`src/verilog/alarm_regs.svh`:
```
// register offsets, field positions and reset values of the alarm and enable block
`ifndef ALARM_REGS_SVH
`define ALARM_REGS_SVH
`define ADDR_TRIP 16'h0888
`define ADDR_ALARM_MASK_STATUS 16'h0889
`define ADDR_AMPE 16'h088A
`define ADDR_CMPD 16'h088B
`define ADDR_AUX 16'h088D
`define RST_TRIP 8'h00
`define RST_ALARM_MASK_STATUS 8'h00
`define RST_AMPE 8'hFF
`define RST_CMPD 8'h00
`define RST_AUX 8'h01
`define TRIP_CODE_MSB 2
`define TRIP_BASE_C 10'd200
`define TRIP_STEP_C 10'd9
`define SHDN_LIMIT_C 10'd165
`define B_PUP 7
`define B_LED 6
`define B_TA 5
`define B_SD 4
`define B_MLED 2
`define B_MTA 1
`define B_MSD 0
`define B_IDX_AMP 2
`define B_IDX_COMP 5
`define B_INTERP 4
`define PM_MSB 5
`define PM_LSB 4
`define PM_ON 2'h3
`define MASK_BITS 8'h07
`define LED_RATIO_C 10'd7
`define CMD_WE_BIT 24
`define CMD_ADDR_MSB 23
`define CMD_ADDR_LSB 8
`define CMD_DATA_MSB 7
`define APB_ALARM_MASK_STATUS_OFF 12'h000
`define APB_CMD_OFF 12'h004
`define APB_STAT_OFF 12'h008
`define APB_RDATA_OFF 12'h00C
`endif

```
`src/verilog/alarm_link_if.sv`:
```
// register link and open-drain alarm wire between host and sensor block
`timescale 1ns/1ps
interface alarm_link_if;
    logic req;
    logic we;
    logic [15:0] addr;
    logic [7:0] wdata;
    logic ack;
    logic [7:0] rdata;
    logic pin_o;
    logic pin_oe_n;
    wire alarm_pin_n = pin_oe_n ? 1'b1 : pin_o;
    modport dev (input req, we, addr, wdata, output ack, rdata, pin_o, pin_oe_n);
    modport host (output req, we, addr, wdata, input ack, rdata, alarm_pin_n);
endinterface : alarm_link_if

```
`src/verilog/alarm_device.sv`:
```
// sensor-side alarm, mask/status and power-gating register block
`timescale 1ns/1ps
`include "alarm_regs.svh"
module alarm_device
(
    // clock and reset
    input wire logic clock_i,
    input wire logic sys_rst_i,
    // register link and alarm pin
    alarm_link_if.dev link,
    // analog-side indications, already synchronous
    input wire logic [9:0] junction_temp_i,
    input wire logic [6:0] led_current_i,
    input wire logic [6:0] led_current_setting_i,
    input wire logic powerup_busy_i,
    // power-gating controls, shutdown and trip threshold
    output logic index_amp_on_o,
    output logic interp_comp_off_o,
    output logic index_comp_off_o,
    output logic maintenance_out_o,
    output logic shutdown_o,
    output logic [9:0] trip_threshold_o
);
    // =====================================================
    // state and wiring
    typedef struct packed {
        logic [7:0] trip;
        logic [7:0] mask;
        logic [7:0] ampe;
        logic [7:0] cmpd;
        logic [7:0] aux;
        logic shut_hold;
        logic [9:0] thr;
        logic maint;
        logic ack;
        logic [7:0] rdata;
    } st_type;
    st_type s_r, s_nxt;
    logic [9:0] thr;
    logic cond_sd, cond_ta, cond_led;
    logic hot;
    logic [9:0] led_scaled, led_limit;
    logic wr_acc;
    logic pull_pup, pull_sd, pull_ta, pull_led;
    logic [3:0] stat;
    logic rd_alarm_mask_status;
    logic [7:0] alarm_mask_status_view;
    logic acc;
    // =====================================================
    // conditions
    // threshold kept 10 bits so code 7 cannot wrap
    assign thr = `TRIP_BASE_C - `TRIP_STEP_C * {7'h00, s_r.trip[`TRIP_CODE_MSB:0]};
    assign hot = junction_temp_i > `SHDN_LIMIT_C;
    assign cond_sd = s_r.shut_hold | hot;
    // registered threshold: pin and threshold output see one value
    assign cond_ta = junction_temp_i > s_r.thr;
    // =====================================================
    // led loop check
    // 8*i > 7*setting avoids a divider
    assign led_scaled = {led_current_i, 3'h0};
    assign led_limit = `LED_RATIO_C * {3'h0, led_current_setting_i};
    assign cond_led = led_scaled > led_limit;
    // =====================================================
    // access decode
    assign acc = link.req & ~s_r.ack & ~powerup_busy_i;
    assign wr_acc = acc & link.we;
    assign rd_alarm_mask_status = acc & ~link.we & (link.addr == `ADDR_ALARM_MASK_STATUS);
    // =====================================================
    // status flags
    // set beats the read clear so a live fault is never lost
    sticky_flag u_pup
    (
        .clock_i(clock_i),
        .sys_rst_i(sys_rst_i),
        .set_i(powerup_busy_i),
        .clr_i(rd_alarm_mask_status),
        .flag_o(stat[3])
    );
    sticky_flag u_led
    (
        .clock_i(clock_i),
        .sys_rst_i(sys_rst_i),
        .set_i(cond_led),
        .clr_i(rd_alarm_mask_status),
        .flag_o(stat[2])
    );
    sticky_flag u_ta
    (
        .clock_i(clock_i),
        .sys_rst_i(sys_rst_i),
        .set_i(cond_ta),
        .clr_i(rd_alarm_mask_status),
        .flag_o(stat[1])
    );
    sticky_flag u_sd
    (
        .clock_i(clock_i),
        .sys_rst_i(sys_rst_i),
        .set_i(cond_sd),
        .clr_i(rd_alarm_mask_status),
        .flag_o(stat[0])
    );
    always_comb
    begin
        alarm_mask_status_view = 8'h00; // reserved bit 3 reads zero
        alarm_mask_status_view[`B_PUP] = stat[3];
        alarm_mask_status_view[`B_LED] = stat[2];
        alarm_mask_status_view[`B_TA] = stat[1];
        alarm_mask_status_view[`B_SD] = stat[0];
        alarm_mask_status_view[`B_MLED] = s_r.mask[`B_MLED];
        alarm_mask_status_view[`B_MTA] = s_r.mask[`B_MTA];
        alarm_mask_status_view[`B_MSD] = s_r.mask[`B_MSD];
    end
    // =====================================================
    // register access; accesses during power-up are ignored and not acked
    always_comb
    begin
        s_nxt = s_r;
        s_nxt.ack = acc;
        s_nxt.shut_hold = cond_sd;
        s_nxt.thr = thr;
        s_nxt.maint = (s_r.aux[`PM_MSB:`PM_LSB] == `PM_ON);
        // unmapped writes change nothing; unmapped reads return zero
        if (wr_acc)
        begin
            unique case (link.addr)
                `ADDR_TRIP: s_nxt.trip = link.wdata;
                `ADDR_ALARM_MASK_STATUS: s_nxt.mask = link.wdata & `MASK_BITS;
                `ADDR_AMPE: s_nxt.ampe = link.wdata;
                `ADDR_CMPD: s_nxt.cmpd = link.wdata;
                `ADDR_AUX: s_nxt.aux = link.wdata;
                default: s_nxt.ampe = s_r.ampe;
            endcase
        end
        if (acc)
        begin
            unique case (link.addr)
                `ADDR_TRIP: s_nxt.rdata = s_r.trip;
                `ADDR_ALARM_MASK_STATUS: s_nxt.rdata = alarm_mask_status_view;
                `ADDR_AMPE: s_nxt.rdata = s_r.ampe;
                `ADDR_CMPD: s_nxt.rdata = s_r.cmpd;
                `ADDR_AUX: s_nxt.rdata = s_r.aux;
                default: s_nxt.rdata = 8'h00;
            endcase
        end
    end
    // =====================================================
    // state register
    always_ff @(posedge clock_i or posedge sys_rst_i)
    begin
        if (sys_rst_i)
        begin
            s_r.trip <= `RST_TRIP;
            s_r.mask <= `RST_ALARM_MASK_STATUS;
            s_r.ampe <= `RST_AMPE;
            s_r.cmpd <= `RST_CMPD;
            s_r.aux <= `RST_AUX;
            s_r.shut_hold <= 1'b0;
            // threshold of the reset trip code
            s_r.thr <= `TRIP_BASE_C;
            s_r.maint <= 1'b0;
            s_r.ack <= 1'b0;
            s_r.rdata <= 8'h00;
        end
        else
            s_r <= s_nxt;
    end
    // =====================================================
    // outputs
    assign link.ack = s_r.ack;
    assign link.rdata = s_r.rdata;
    assign link.pin_o = 1'b0;
    // pin is live, not latched, except the shutdown cause held by shut_hold: status may stay set after release
    assign pull_pup = powerup_busy_i;
    assign pull_sd = cond_sd & s_r.mask[`B_MSD];
    assign pull_ta = cond_ta & s_r.mask[`B_MTA];
    assign pull_led = cond_led & s_r.mask[`B_MLED];
    assign link.pin_oe_n = ~(pull_pup | pull_sd | pull_ta | pull_led);
    // gating bits drive the analog stages straight from the registers
    assign index_amp_on_o = s_r.ampe[`B_IDX_AMP];
    assign interp_comp_off_o = s_r.cmpd[`B_INTERP];
    assign index_comp_off_o = s_r.cmpd[`B_IDX_COMP];
    assign maintenance_out_o = s_r.maint;
    assign shutdown_o = s_r.shut_hold;
    assign trip_threshold_o = s_r.thr;
endmodule : alarm_device

```
`src/verilog/sticky_flag.sv`:
```
// one latched status bit: set wins over clear-on-read
`timescale 1ns/1ps
module sticky_flag
(
    // clock and reset
    input wire logic clock_i,
    input wire logic sys_rst_i,
    // control
    input wire logic set_i,
    input wire logic clr_i,
    output logic flag_o
);
    typedef struct packed { logic f_r; } st_type;
    st_type s_r, s_nxt;
    always_comb
    begin
        s_nxt = s_r;
        if (set_i)
            s_nxt.f_r = 1'b1;
        else if (clr_i)
            s_nxt.f_r = 1'b0;
    end
    always_ff @(posedge clock_i or posedge sys_rst_i)
    begin
        if (sys_rst_i)
            s_r <= '0;
        else
            s_r <= s_nxt;
    end
    assign flag_o = s_r.f_r;
endmodule : sticky_flag
```
`src/flat_wrapper.sv`:
```
// flat-port wrapper written by rule: the top's interface ports become plain ports
module alarm_device_flat 
  (clock_i, sys_rst_i, junction_temp_i, led_current_i, led_current_setting_i, powerup_busy_i, index_amp_on_o, interp_comp_off_o, index_comp_off_o, maintenance_out_o, shutdown_o, trip_threshold_o, link_req, link_we, link_addr, link_wdata, link_ack, link_rdata, link_pin_o, link_pin_oe_n);
  alarm_link_if link_i ();
  input wire logic clock_i;
  input wire logic sys_rst_i;
  input wire logic [9:0] junction_temp_i;
  input wire logic [6:0] led_current_i;
  input wire logic [6:0] led_current_setting_i;
  input wire logic powerup_busy_i;
  output logic index_amp_on_o;
  output logic interp_comp_off_o;
  output logic index_comp_off_o;
  output logic maintenance_out_o;
  output logic shutdown_o;
  output logic [9:0] trip_threshold_o;
  input wire logic [$bits(link_i.req)-1:0] link_req;
  input wire logic [$bits(link_i.we)-1:0] link_we;
  input wire logic [$bits(link_i.addr)-1:0] link_addr;
  input wire logic [$bits(link_i.wdata)-1:0] link_wdata;
  output wire logic [$bits(link_i.ack)-1:0] link_ack;
  output wire logic [$bits(link_i.rdata)-1:0] link_rdata;
  output wire logic [$bits(link_i.pin_o)-1:0] link_pin_o;
  output wire logic [$bits(link_i.pin_oe_n)-1:0] link_pin_oe_n;
  assign link_i.req = link_req;
  assign link_i.we = link_we;
  assign link_i.addr = link_addr;
  assign link_i.wdata = link_wdata;
  assign link_ack = link_i.ack;
  assign link_rdata = link_i.rdata;
  assign link_pin_o = link_i.pin_o;
  assign link_pin_oe_n = link_i.pin_oe_n;
  alarm_device u_core (.clock_i(clock_i), .sys_rst_i(sys_rst_i), .link(link_i), .junction_temp_i(junction_temp_i), .led_current_i(led_current_i), .led_current_setting_i(led_current_setting_i), .powerup_busy_i(powerup_busy_i), .index_amp_on_o(index_amp_on_o), .interp_comp_off_o(interp_comp_off_o), .index_comp_off_o(index_comp_off_o), .maintenance_out_o(maintenance_out_o), .shutdown_o(shutdown_o), .trip_threshold_o(trip_threshold_o));
endmodule
```
`config.mk`:
```
export PLATFORM = sky130hd
export DESIGN_NAME = alarm_device_flat
export DESIGN_NICKNAME = d
export VERILOG_FILES = /design/src/verilog/alarm_link_if.sv /design/src/verilog/alarm_device.sv /design/src/verilog/sticky_flag.sv /design/src/flat_wrapper.sv
export VERILOG_INCLUDE_DIRS = /design/src /design/src/verilog
export SDC_FILE = /design/constraint.sdc
export NUM_CORES = 1
export LEC_CHECK = 0
export BUFFER_PORTS_ARGS = -buffer_cell sky130_fd_sc_hd__buf_4
export CAP_MARGIN = 5
export CORE_UTILIZATION = 40
export CTS_CLUSTER_SIZE = 28
export DETAILED_ROUTE_END_ITERATION = 6
export SLEW_MARGIN = 0
export SYNTH_ARGS = -nofsm -noshare
export SYNTH_HDL_FRONTEND = slang
export SYNTH_SLANG_ARGS = --single-unit
```
`constraint.sdc`:
```
create_clock -name clock_i -period 10.1 [get_ports clock_i]
set_clock_uncertainty 0.2 [all_clocks]
set_input_delay 1.01 -clock clock_i [delete_from_list [all_inputs] [get_ports clock_i]]
set_output_delay 1.01 -clock clock_i [all_outputs]
set_load 0.02 [all_outputs]
```
==> results.txt, run 1 <==
Worst slew pin tran = 786 ps
Data required time of the critical path = 8890 ps
CTS buffer count = 9
Per-cell routed wire length = 15.4 µm
Result of the run = finished clean
Setup Slack @ Placement = 4230 ps
RSZ-0062 raised after global routing = no
Area of the core = 0.00915 mm²
Worst path setup slack after routing = 4240 ps
Synthesis-to-layout area growth = 20.1%
Pwr per Cell Area = 125 mW/mm²
Min Tclk post-route = 5860 ps
Htree depth = 3
DR iter-0 viols = 89
Clk network pwr share = 0.416
Library cell with the largest summed area after synthesis = sky130_fd_sc_hd__dfrtp_1
Initial antenna violation count = 0
Leading post-synthesis cells by instance count = sky130_fd_sc_hd__dfrtp_1 (46), sky130_fd_sc_hd__ha_1 (34), sky130_fd_sc_hd__mux2_2 (32)
Maximum number of pins on one net before global-route repair = 59
Hold violation count in the final report = 0
Static power due to leakage = 0.00227 µW
Period Utilization, post-route = 0.580
Clock sinks = 58
TritonCTS clock tree = done
Crit path max fanout = 3
Half-perimeter wire length after placement = 6120 µm
Ys async rst share = 1.00
Global-route total usage across every layer = 0.177
Post-layout total power = 565 µW
Switch share = 0.251
Sequential element share of the synthesized area = 0.390
Initial Utilization = 0.411
Post-route ant nets = 0
Later-pin clock latency in the skew report = 330 ps
Element type at the critical path start = input pin
Worst VDD drop = 0.0671 mV
Number of enable flip-flop cells after synthesis = 0
Via count of the first global-routing pass = 2697
Sw power = 142 µW
Die area = 0.00979 mm²
Power share of the combinational group = 0.167
Maximum root-to-sink buffer count = 2
ANT cells = 0
1st-pass router iterations = 4
Floorplan row count = 35
Slack of the worst reg-to-reg path = 7940 ps
Number of ports placed on the die boundary = 79
Remaining global-route overflow = 0
Post-Route WL = 8060 µm
Ys Warns = 0
Average footprint of a synthesized cell = 11.0 µm²
Hold slack final = 240 ps
Horizontal extent of the die = 99.0 µm
Die Y = 99.0 µm
Proportion of power drawn by flip-flops and latches = 0.416
# Max-Cap Violations = 0
Cell count after synthesis = 343
Hold WC Path Type = reg2reg
Worst-path clk slew = 60 ps
Average vias per placed instance = 5.17
First-pass GRT wire length = 13300 µm
Post-cts repair resize count = 0
Largest cells by area after synthesis = sky130_fd_sc_hd__dfrtp_1 (31%), sky130_fd_sc_hd__ha_1 (11%), sky130_fd_sc_hd__mux2_2 (9.6%), sky130_fd_sc_hd__dfstp_2 (8.4%), sky130_fd_sc_hd__buf_4 (3.8%)
Vias = 2697
Buffers inserted by post-CTS timing repair = 0
Number of distinct library cell variants in the gate-level netlist after synthesis = 55
Remaining max-slew budget at the tightest pin = 0.475
Synth top area share = 0.306
Setup-violating endpoint count in the final report = 0
Share of final-layout standard cells stronger than drive strength 1 = 0.372
Post-Syn Area = 0.00376 mm²
Number of hold buffers added after CTS = 0
Max Fclk = 171 MHz
Internal power component = 423 µW
Number of remaining DRC errors = 0
Final weighted congestion in routability-driven placement = 0.785
Arrival time of the worst setup path = 4650 ps
Number of nets in the final layout = 500
Critical path capture point type = output pin
Number of synthesized register bits = 58
Cell with the most instances after synthesis = sky130_fd_sc_hd__dfrtp_1
Final max-slew violation count = 0
Count of port buffers added during placement = 75
Final-layout setup total negative slack = 0 ps
Leading register cell type out of synthesis = sky130_fd_sc_hd__dfrtp_1
Fill cell instance count of the final layout = 865
Cell chosen for the clock root = sky130_fd_sc_hd__clkbuf_8
Setup Crit Path Kind = in2out
[sequential cells by signal, summed over array words and instances, names as in the netlist]
register,count
u_core.u_ta.flag_o,1
u_core.s_r,29
u_core.alarm_mask_status_view,3
u_core.link.ack,1
u_core.u_led.flag_o,1
u_core.link.rdata,8
u_core.u_pup.flag_o,1
u_core.index_amp_on_o,1
u_core.interp_comp_off_o,1
u_core.trip_threshold_o,8
u_core.index_comp_off_o,1
u_core.shutdown_o,1
u_core.u_sd.flag_o,1
u_core.maintenance_out_o,1
[cell families (layout without fill, tap and decap cells)]
family	after synthesis	after routing	synth area share
other	1	3	0.000997
muxes	42	42	0.126
xor gates and xnor gates	9	9	0.0210
and+or+nand+nor	78	78	0.131
DFF	58	58	0.390
AOI/OAI and AO/OA	61	61	0.106
buffers and inverters	53	119	0.0745
adders and majority gates	41	41	0.150
[placed cells by master, fill, tap and decap left out, types with 3 or more instances in the layout]
master / n
sky130_fd_sc_hd__buf_4: 76
sky130_fd_sc_hd__ha_1: 34
sky130_fd_sc_hd__fa_1: 7
sky130_fd_sc_hd__nor2_1: 12
sky130_fd_sc_hd__mux2_2: 32
sky130_fd_sc_hd__inv_1: 26
sky130_fd_sc_hd__nor4_1: 4
sky130_fd_sc_hd__nor2b_1: 3
sky130_fd_sc_hd__nand2_1: 27
sky130_fd_sc_hd__dfstp_2: 12
sky130_fd_sc_hd__conb_1: 3
sky130_fd_sc_hd__xor2_1: 3
sky130_fd_sc_hd__xnor2_1: 6
sky130_fd_sc_hd__a21oi_1: 17
sky130_fd_sc_hd__a311oi_1: 6
sky130_fd_sc_hd__mux2i_1: 7
sky130_fd_sc_hd__nand4_1: 5
sky130_fd_sc_hd__clkbuf_8: 10
sky130_fd_sc_hd__mux2_4: 3
sky130_fd_sc_hd__a211o_1: 3
sky130_fd_sc_hd__a21o_1: 7
sky130_fd_sc_hd__dfrtp_1: 46
sky130_fd_sc_hd__a31oi_1: 3
sky130_fd_sc_hd__o21ai_0: 14
[worst max-delay path, stage by stage]
cell and delay (ps):
sky130_fd_sc_hd__buf_4 130, sky130_fd_sc_hd__fa_1 480, sky130_fd_sc_hd__ha_1 220, sky130_fd_sc_hd__fa_1 410, sky130_fd_sc_hd__a21o_1 190, sky130_fd_sc_hd__a21oi_1 210, sky130_fd_sc_hd__o21bai_1 100, sky130_fd_sc_hd__a21oi_1 180
sky130_fd_sc_hd__xor2_1 170, sky130_fd_sc_hd__ha_1 270, sky130_fd_sc_hd__a41oi_1 200, sky130_fd_sc_hd__o21ai_0 110, sky130_fd_sc_hd__a21oi_1 170, sky130_fd_sc_hd__nor3b_1 70, sky130_fd_sc_hd__a2111oi_0 500, sky130_fd_sc_hd__buf_4 240
[final timing paths]
| path | from | to | cells after the start |
|---|---|---|---|
| setup / recovery | led_current_setting_i[0] | link_pin_oe_n | 16 |
| hold / removal | u_core.s_r[53] | u_core.trip_threshold_o[0] | 0 |
| setup reg to reg | u_core.link.ack | u_core.s_r[22] | 4 |
| hold reg to reg | u_core.s_r[53] | u_core.trip_threshold_o[0] | 0 |
| max in group asynchronous | sys_rst_i | u_core.s_r[56] | 3 |
| min in group asynchronous | sys_rst_i | u_core.interp_comp_off_o | 3 |
[stage by stage]
stage	instance area, µm²	std cells	util
2_1_floorplan	3770	345	-
3_3_place_gp	4300	506	0.470
3_5_place_dp	4300	506	0.470
4_1_cts	4520	522	0.494
5_1_grt	4520	522	0.494
6_report	4520	522	0.494
[area by class of cell]
cell class                      count  area (µm²)  area share
Inverter                           27         101      0.0224
Sequential cell                    58        1470       0.325
Clock inverter                      5        77.6      0.0172
Clock buffer                       11         141      0.0313
Multi-Input combinational cell    234        2020       0.448
Tap cell                          111         139      0.0307
Timing Repair Buffer               76         571       0.126
[power by group through the flow]
stage / logic (µW) / clock network [µW] / registers (µW)
floorplan: 60.9 / 0 / 239
global placement: 93.7 / 0 / 239
detailed placement: 96.3 / 0 / 239
CTS: 96.7 / 238 / 235
global route: 108 / 251 / 235
finish: 94.6 / 235 / 235
[routing by layer]
metal	up-vias	track usage	wire, µm
li1	1327	-	-
met1	1269	0.248	3690
met2	93	0.275	3740
met3	8	0.0277	559
met4	0	0.0689	65
met5	-	0	0
(Power assumes the default switching activity.)
==> run 2, diff against run 1 <==
- ABC_AREA: default -> 1
- clock period: 10.1 -> 5.1 ns (I/O delays scaled with it)
==> run 2 against run 1 <==
  * Largest cell class unchanged
  * Combinational power is 130% higher
  * Synthesized cell count up 34%
  * Area after synthesis rose by 7.3%
  * Die area is 7.1% higher
  * Register-to-register slack worse by 4600 ps
  * Global-route usage is 0.54 points lower
  * Cell count rose by 26%
  * Clock power is 81% higher
  * Flip-flop and latch count unchanged
==> results.txt, run 2 <==
Hold slack final = 175 ps (was 240 ps)
Critical path capture point type = output pin (unchanged)
Number of ports placed on the die boundary = 79 (unchanged)
Horizontal extent of the die = 102 µm (was 99.0 µm)
ANT cells = 0 (unchanged)
Worst-path clk slew = 70 ps (was 60 ps)
Ys async rst share = 1.00 (unchanged)
Cell count after synthesis = 461 (was 343)
Library cell with the largest summed area after synthesis = sky130_fd_sc_hd__dfrtp_1 (unchanged)
Later-pin clock latency in the skew report = 340 ps (was 330 ps)
Number of nets in the final layout = 614 (was 500)
Die area = 0.0105 mm² (was 0.00979 mm²)
Ys Warns = 0 (unchanged)
Leading register cell type out of synthesis = sky130_fd_sc_hd__dfrtp_1 (unchanged)
Initial antenna violation count = 0 (unchanged)
Number of enable flip-flop cells after synthesis = 0 (unchanged)
Post-Syn Area = 0.00404 mm² (was 0.00376 mm²)
Remaining max-slew budget at the tightest pin = 0.512 (was 0.475)
First-pass GRT wire length = 13800 µm (was 13300 µm)
Number of distinct library cell variants in the gate-level netlist after synthesis = 37 (was 55)
Setup-violating endpoint count in the final report = 0 (unchanged)
Maximum root-to-sink buffer count = 2 (unchanged)
Worst slew pin tran = 733 ps (was 786 ps)
Placed Cells = 642 (was 506)
RSZ-0062 raised after global routing = no (unchanged)
Cell with the most instances on the worst path = sky130_fd_sc_hd__nand2_1 (was sky130_fd_sc_hd__a21oi_1)
Number of remaining DRC errors = 0 (unchanged)
Maximum number of pins on one net before global-route repair = 59 (unchanged)
Sequential element share of the synthesized area = 0.363 (was 0.390)
Pwr per Cell Area = 237 mW/mm² (was 125 mW/mm²)
Crit path max fanout = 3 (unchanged)
1st-pass router iterations = 4 (unchanged)
Die Y = 102 µm (was 99.0 µm)
Largest cells by area after synthesis = sky130_fd_sc_hd__dfrtp_1 (29%), sky130_fd_sc_hd__ha_1 (11%), sky130_fd_sc_hd__nand2_1 (8.2%), sky130_fd_sc_hd__dfstp_2 (7.8%), sky130_fd_sc_hd__inv_1 (5.4%) (was sky130_fd_sc_hd__dfrtp_1 (31%), sky130_fd_sc_hd__ha_1 (11%), sky130_fd_sc_hd__mux2_2 (9.6%), sky130_fd_sc_hd__dfstp_2 (8.4%), sky130_fd_sc_hd__buf_4 (3.8%))
DR iter-0 viols = 158 (was 89)
Number of hold buffers added after CTS = 0 (unchanged)
Hold violation count in the final report = 0 (unchanged)
Cell with the largest stage delay on the worst path = sky130_fd_sc_hd__fa_1 (was sky130_fd_sc_hd__a2111oi_0)
Max Fclk = 245 MHz
Number of synthesized register bits = 58 (unchanged)
Data required time of the critical path = 4390 ps (was 8890 ps)
Htree depth = 3 (unchanged)
Static power due to leakage = 0.00241 µW (was 0.00227 µW)
Leading post-synthesis cells by instance count = sky130_fd_sc_hd__nand2_1 (88), sky130_fd_sc_hd__inv_1 (58), sky130_fd_sc_hd__dfrtp_1 (46) (was sky130_fd_sc_hd__dfrtp_1 (46), sky130_fd_sc_hd__ha_1 (34), sky130_fd_sc_hd__mux2_2 (32))
Delay contributed by the slowest stage of the critical path = 470 ps (was 500 ps)
Cell with the most instances after synthesis = sky130_fd_sc_hd__nand2_1 (was sky130_fd_sc_hd__dfrtp_1)
Per-cell routed wire length = 13.0 µm (was 15.4 µm)
Worst path cell trace = buf_4, fa_1, ha_1, fa_1, nand3_1, nand3_1, nand2_1, nand2_1, a21oi_1, xor2_1, ha_1, nand2_1, nor2_1, nand2_1, o211ai_1, nand3_1, nand2_1, nor2_1, buf_4 (was buf_4, fa_1, ha_1, fa_1, a21o_1, a21oi_1, o21bai_1, a21oi_1, xor2_1, ha_1, a41oi_1, o21ai_0, a21oi_1, nor3b_1, a2111oi_0, buf_4)
Synth top area share = 0.285 (was 0.306)
Share of final-layout standard cells stronger than drive strength 1 = 0.269 (was 0.372)
Element type at the critical path start = input pin (unchanged)
Min Tclk post-route = 4070 ps
Area of the core = 0.00977 mm² (was 0.00915 mm²)
Arrival time of the worst setup path = 3360 ps (was 4650 ps)
Average vias per placed instance = 4.81 (was 5.17)
Top reg by flops = u_core.s_r (unchanged)
Post-cts repair resize count = 0 (unchanged)
Post-route ant nets = 0 (unchanged)
Top library cells by usage in the layout, fill and taps aside = sky130_fd_sc_hd__nand2_1 (88), sky130_fd_sc_hd__buf_4 (77), sky130_fd_sc_hd__inv_1 (57) (was sky130_fd_sc_hd__buf_4 (76), sky130_fd_sc_hd__dfrtp_1 (46), sky130_fd_sc_hd__ha_1 (34))
Remaining global-route overflow = 0 (unchanged)
Final-layout setup total negative slack = 0 ps (unchanged)
Result of the run = finished clean (unchanged)
Leading cell type in the layout, fill and taps excluded = sky130_fd_sc_hd__nand2_1 (was sky130_fd_sc_hd__buf_4)
Average footprint of a synthesized cell = 8.75 µm² (was 11.0 µm²)
Setup Crit Path Kind = in2out (unchanged)
Final weighted congestion in routability-driven placement = 0.754 (was 0.785)
Vias = 3164 (was 2697)
Clock sinks = 58 (unchanged)
Period Utilization, post-route = 0.799
Half-perimeter wire length after placement = 6200 µm (was 6120 µm)
Synthesis-to-layout area growth = 16.4% (was 20.1%)
Cell chosen for the clock root = sky130_fd_sc_hd__clkbuf_8 (unchanged)
TritonCTS clock tree = done (unchanged)
Worst VDD drop = 0.0960 mV (was 0.0671 mV)
Initial Utilization = 0.413 (was 0.411)
# Max-Cap Violations = 0 (unchanged)
Count of port buffers added during placement = 75 (unchanged)
Floorplan row count = 36 (was 35)
Post-Route WL = 8560 µm (was 8060 µm)
Fill cell instance count of the final layout = 960 (was 865)
CTS buffer count = 9 (unchanged)
Max FFs per register = 29 (unchanged)
Post-layout total power = 1110 µW (was 565 µW)
Via count of the first global-routing pass = 2875 (was 2697)
Hold WC Path Type = in2async (was reg2reg)
Global-route total usage across every layer = 0.171 (was 0.177)
Layout Utilization = 0.480 (was 0.494)
Count of placed standard cells in the final layout, fillers left out = 658 (was 522)
Final max-slew violation count = 0 (unchanged)
Buffers inserted by post-CTS timing repair = 0 (unchanged)
==> run 2: cell count changes after synthesis, moves of 7 or more <==
cell,previous run,this run
sky130_fd_sc_hd__nand4_1,5,30
sky130_fd_sc_hd__o21ai_1,0,18
sky130_fd_sc_hd__o21ai_0,14,22
sky130_fd_sc_hd__mux2i_1,7,0
sky130_fd_sc_hd__mux2_2,32,0
sky130_fd_sc_hd__inv_1,27,58
sky130_fd_sc_hd__nor2_1,12,30
sky130_fd_sc_hd__o21ai_2,0,8
sky130_fd_sc_hd__nand2_1,27,88
sky130_fd_sc_hd__nand3_1,2,18
==> run 2: path summary, 6_finish.rpt <==
path | start | to | slack [ps] | cells past startpoint
max | led_current_setting_i[0] | link_pin_oe_n | 1030 | 19
min | sys_rst_i | u_core.s_r[59] | 180 | 3
max reg2reg | u_core.s_r[54] | u_core.trip_threshold_o[5] | 3340 | 7
min reg2reg | u_core.s_r[21] | u_core.s_r[21] | 280 | 2
max in group asynchronous | sys_rst_i | u_core.link.rdata[2] | 4040 | 3
min in group clock_i | powerup_busy_i | u_core.u_pup.flag_o | 220 | 3
==> run 2: routing by layer <==
metal,vias to the layer above,global-route usage,share of wire
met1,1480,0.239,0.49
li1,1613,-,-
met3,10,0.0308,0.039
met4,0,0.0593,0.013
met2,61,0.267,0.46
met5,-,0,0
==> run 2: area by class of cell <==
cell class	instances	area, µm²	area share
clock inverters	7	70.1	0.0149
well taps	133	166	0.0354
clock buffers	9	124	0.0264
multi-input cells	315	2070	0.441
repair buffers	77	578	0.123
flip-flops and latches	58	1470	0.312
inverters	59	221	0.0472
==> run 2: where the power goes <==
part	switching [µW]	total [µW]	internal (µW)
clock network	201	425	224
registers	4.60	473	469
logic	120	214	94.3
total	325	1110	787
==> run 2: cell families (layout without fill, tap and decap cells) <==
logic type / count (synthesis) / in the layout / synth area share
other cells: 1 / 3 / 0.000929
flops: 58 / 58 / 0.363
fa+ha+maj: 41 / 41 / 0.140
xor+xnor: 9 / 9 / 0.0195
buf+inv: 90 / 152 / 0.126
compound gates: 68 / 68 / 0.0952
simple gates: 194 / 194 / 0.255
==> run 2: critical path, delay by kind of cell <==
| kind | cells | cell delay (ps) |
|---|---|---|
| buf+inv | 2 | 270 |
| compound gates | 2 | 260 |
| simple gates | 10 | 880 |
| fa+ha+maj | 4 | 1380 |
| xor+xnor | 1 | 90 |
==> run 2: metrics by stage <==
step                cell area (µm²)  setup WS (ps)
floorplan                      4040           1330
global placement               4500           1060
detailed placement             4500            994
CTS                            4700            991
global route                   4700            770
finish                         4700           1030
==> run 3, diff against run 2 <==
- clock period: 5.1 -> 4.1 ns (I/O delays scaled with it)
==> run 3 against run 2 <==
  * Via count up 0.51%
  * Cell count unchanged
  * Highest routed layer unchanged
  * Utilization up 0.29 points
  * Register-to-register slack worse by 1000 ps
  * Sequential share of layout area down 0.19 points
  * Clock power up 36%
  * Largest cell class unchanged
  * Count of clock-buffer cells in the layout unchanged
  * Non-clock buffer count unchanged
==> results.txt, run 3 (synthesized netlist as in run 2, its figures left out) <==
Result of the run = finished clean (unchanged)
Share of final-layout standard cells stronger than drive strength 1 = 0.272 (was 0.269)
Clk network pwr share = 0.403 (was 0.382)
Die Y = 102 µm (unchanged)
Multi-input gate area = 0.00207 mm² (about the same)
Later-pin clock latency in the skew report = 330 ps (was 340 ps)
Crit path max fanout = 3 (unchanged)
Clock sinks = 58 (unchanged)
Cell chosen for the clock root = sky130_fd_sc_hd__clkbuf_8 (unchanged)
Htree depth = 3 (unchanged)
Worst-path clk slew = 80 ps (was 70 ps)
Switch share = 0.276 (was 0.292)
Critical path capture point type = output pin (unchanged)
Number of hold buffers added after CTS = 0 (unchanged)
Top reg by flops = u_core.s_r (unchanged)
Proportion of power drawn by flip-flops and latches = 0.409 (was 0.426)
Pwr per Cell Area = 305 mW/mm² (was 237 mW/mm²)
Per-cell routed wire length = 12.6 µm (was 13.0 µm)
Number of nets in the final layout = 614 (unchanged)
Die area = 0.0105 mm² (unchanged)
Number of ports placed on the die boundary = 79 (unchanged)
First-pass GRT wire length = 13500 µm (was 13800 µm)
CP bufs+invs = 2 (unchanged)
Number of remaining DRC errors = 0 (unchanged)
Fill cell instance count of the final layout = 942 (was 960)
Final max-slew violation count = 0 (unchanged)
Hold violation count in the final report = 0 (unchanged)
Remaining max-slew budget at the tightest pin = 0.403 (was 0.512)
Worst VDD drop = 0.147 mV (was 0.0960 mV)
ANT cells = 0 (unchanged)
Hold WC Path Type = in2async (unchanged)
Post-route ant nets = 0 (unchanged)
Buffers inserted by post-CTS timing repair = 0 (unchanged)
Post-Route WL = 8310 µm (was 8560 µm)
Post-layout total power = 1440 µW (was 1110 µW)
Reg area = 0.00147 mm² (unchanged)
Top library cells by usage in the layout, fill and taps aside = sky130_fd_sc_hd__nand2_1 (88), sky130_fd_sc_hd__buf_4 (77), sky130_fd_sc_hd__inv_1 (57) (unchanged)
DR iter-0 viols = 118 (was 158)
Placed Cells = 642 (unchanged)
Period Utilization, post-route = 0.934
Sw power = 397 µW (was 325 µW)
TritonCTS clock tree = done (unchanged)
Setup Crit Path Kind = in2out (unchanged)
Via count of the first global-routing pass = 2831 (was 2875)
Post-cts repair resize count = 0 (unchanged)
Cell type group with the largest total delay on the critical path = adder cells (unchanged)
Cell with the largest stage delay on the worst path = sky130_fd_sc_hd__fa_1 (unchanged)
Cell with the most instances on the worst path = sky130_fd_sc_hd__nand2_1 (unchanged)
Min Tclk post-route = 3830 ps
Synthesis-to-layout area growth = 17.1% (was 16.4%)
Data required time of the critical path = 3490 ps (was 4390 ps)
CTS buffer count = 9 (unchanged)
Max Fclk = 261 MHz
Final weighted congestion in routability-driven placement = 0.785 (was 0.754)
Arrival time of the worst setup path = 3220 ps (was 3360 ps)
Setup-violating endpoint count in the final report = 0 (unchanged)
Horizontal extent of the die = 102 µm (unchanged)
Element type at the critical path start = input pin (unchanged)
Area of the core = 0.00977 mm² (unchanged)
Half-perimeter wire length after placement = 6290 µm (was 6200 µm)
Delay contributed by the slowest stage of the critical path = 470 ps (about the same)
Final-layout setup total negative slack = 0 ps (unchanged)
Global-route total usage across every layer = 0.167 (was 0.171)
Count of placed standard cells in the final layout, fillers left out = 658 (unchanged)
Worst path cell trace = buf_4, fa_1, ha_1, fa_2, nand3_1, nand3_1, nand2_1, nand2_1, a21oi_1, xor2_1, ha_1, nand2_1, nor2_2, nand2_1, o211ai_1, nand3_1, nand2_1, nor2_1, buf_4 (was buf_4, fa_1, ha_1, fa_1, nand3_1, nand3_1, nand2_1, nand2_1, a21oi_1, xor2_1, ha_1, nand2_1, nor2_1, nand2_1, o211ai_1, nand3_1, nand2_1, nor2_1, buf_4)
Vias = 3180 (was 3164)
Max FFs per register = 29 (unchanged)
Leading cell type in the layout, fill and taps excluded = sky130_fd_sc_hd__nand2_1 (unchanged)
Internal power component = 1040 µW (was 787 µW)
Maximum number of pins on one net before global-route repair = 41 (was 59)
Average vias per placed instance = 4.83 (was 4.81)
Power share of the combinational group = 0.187 (was 0.192)
Count of port buffers added during placement = 75 (unchanged)
1st-pass router iterations = 4 (unchanged)
Worst slew pin tran = 895 ps (was 733 ps)
Floorplan row count = 36 (unchanged)
Static power due to leakage = 0.00241 µW (about the same)
Initial antenna violation count = 0 (unchanged)
# Max-Cap Violations = 0 (unchanged)
Initial Utilization = 0.413 (unchanged)
RSZ-0062 raised after global routing = no (unchanged)
Remaining global-route overflow = 0 (unchanged)
Maximum root-to-sink buffer count = 2 (unchanged)
[run 3: changes by cell type in the layout (fill, tap and decap cells not counted)]
cell	change
sky130_fd_sc_hd__bufinv_16	+1
sky130_fd_sc_hd__clkinv_2	-1
sky130_fd_sc_hd__clkinv_4	-1
sky130_fd_sc_hd__clkinvlp_4	+1
sky130_fd_sc_hd__fa_1	-1
sky130_fd_sc_hd__fa_2	+1
sky130_fd_sc_hd__nor2_1	-1
sky130_fd_sc_hd__nor2_2	+1
[run 3: worst paths after layout]
path / from / end / slack (ps) / cells past startpoint
max in group asynchronous: sys_rst_i / u_core.trip_threshold_o[6] / 2860 / 3
max: led_current_setting_i[0] / link_pin_oe_n / 270 / 19
min: sys_rst_i / u_core.s_r[24] / 10 / 2
max reg2reg: u_core.s_r[54] / u_core.trip_threshold_o[5] / 2340 / 7
min in group clock_i: powerup_busy_i / u_core.u_pup.flag_o / 110 / 3
min reg2reg: u_core.s_r[21] / u_core.s_r[21] / 280 / 2
[run 3: per-stage QoR]
stage | setup WS (ps) | hold WS, ps | cell area, µm² | utilization
4_1_cts | 189 | 29.4 | 4720 | 0.483
3_3_place_gp | 252 | 267 | 4500 | 0.461
6_report | 269 | 9.73 | 4720 | 0.483
5_1_grt | 28.7 | 66.6 | 4720 | 0.483
2_1_floorplan | 533 | 219 | 4040 | -
3_5_place_dp | 200 | 271 | 4500 | 0.461
[run 3: cell type report]
type	instances	area share
multi-input combinational	315	0.439
sequential	58	0.310
timing repair buffer	77	0.122
inverter	59	0.0469
tap	133	0.0352
clock buffer	9	0.0262
clock inverter	7	0.0199
[run 3: routing by layer]
layer  GRT usage  share of wire
met5           0              0
met4      0.0593          0.011
met3      0.0226          0.047
met2       0.262           0.47
met1       0.236           0.47
[run 3: power by group through the flow]
stage / Combinational, µW / Clock (µW) / Sequential [µW]
2_1_floorplan: 187 / 0 / 599
3_3_place_gp: 266 / 0 / 600
3_5_place_dp: 271 / 0 / 600
4_1_cts: 272 / 595 / 590
5_1_grt: 306 / 617 / 591
6_report: 270 / 580 / 589
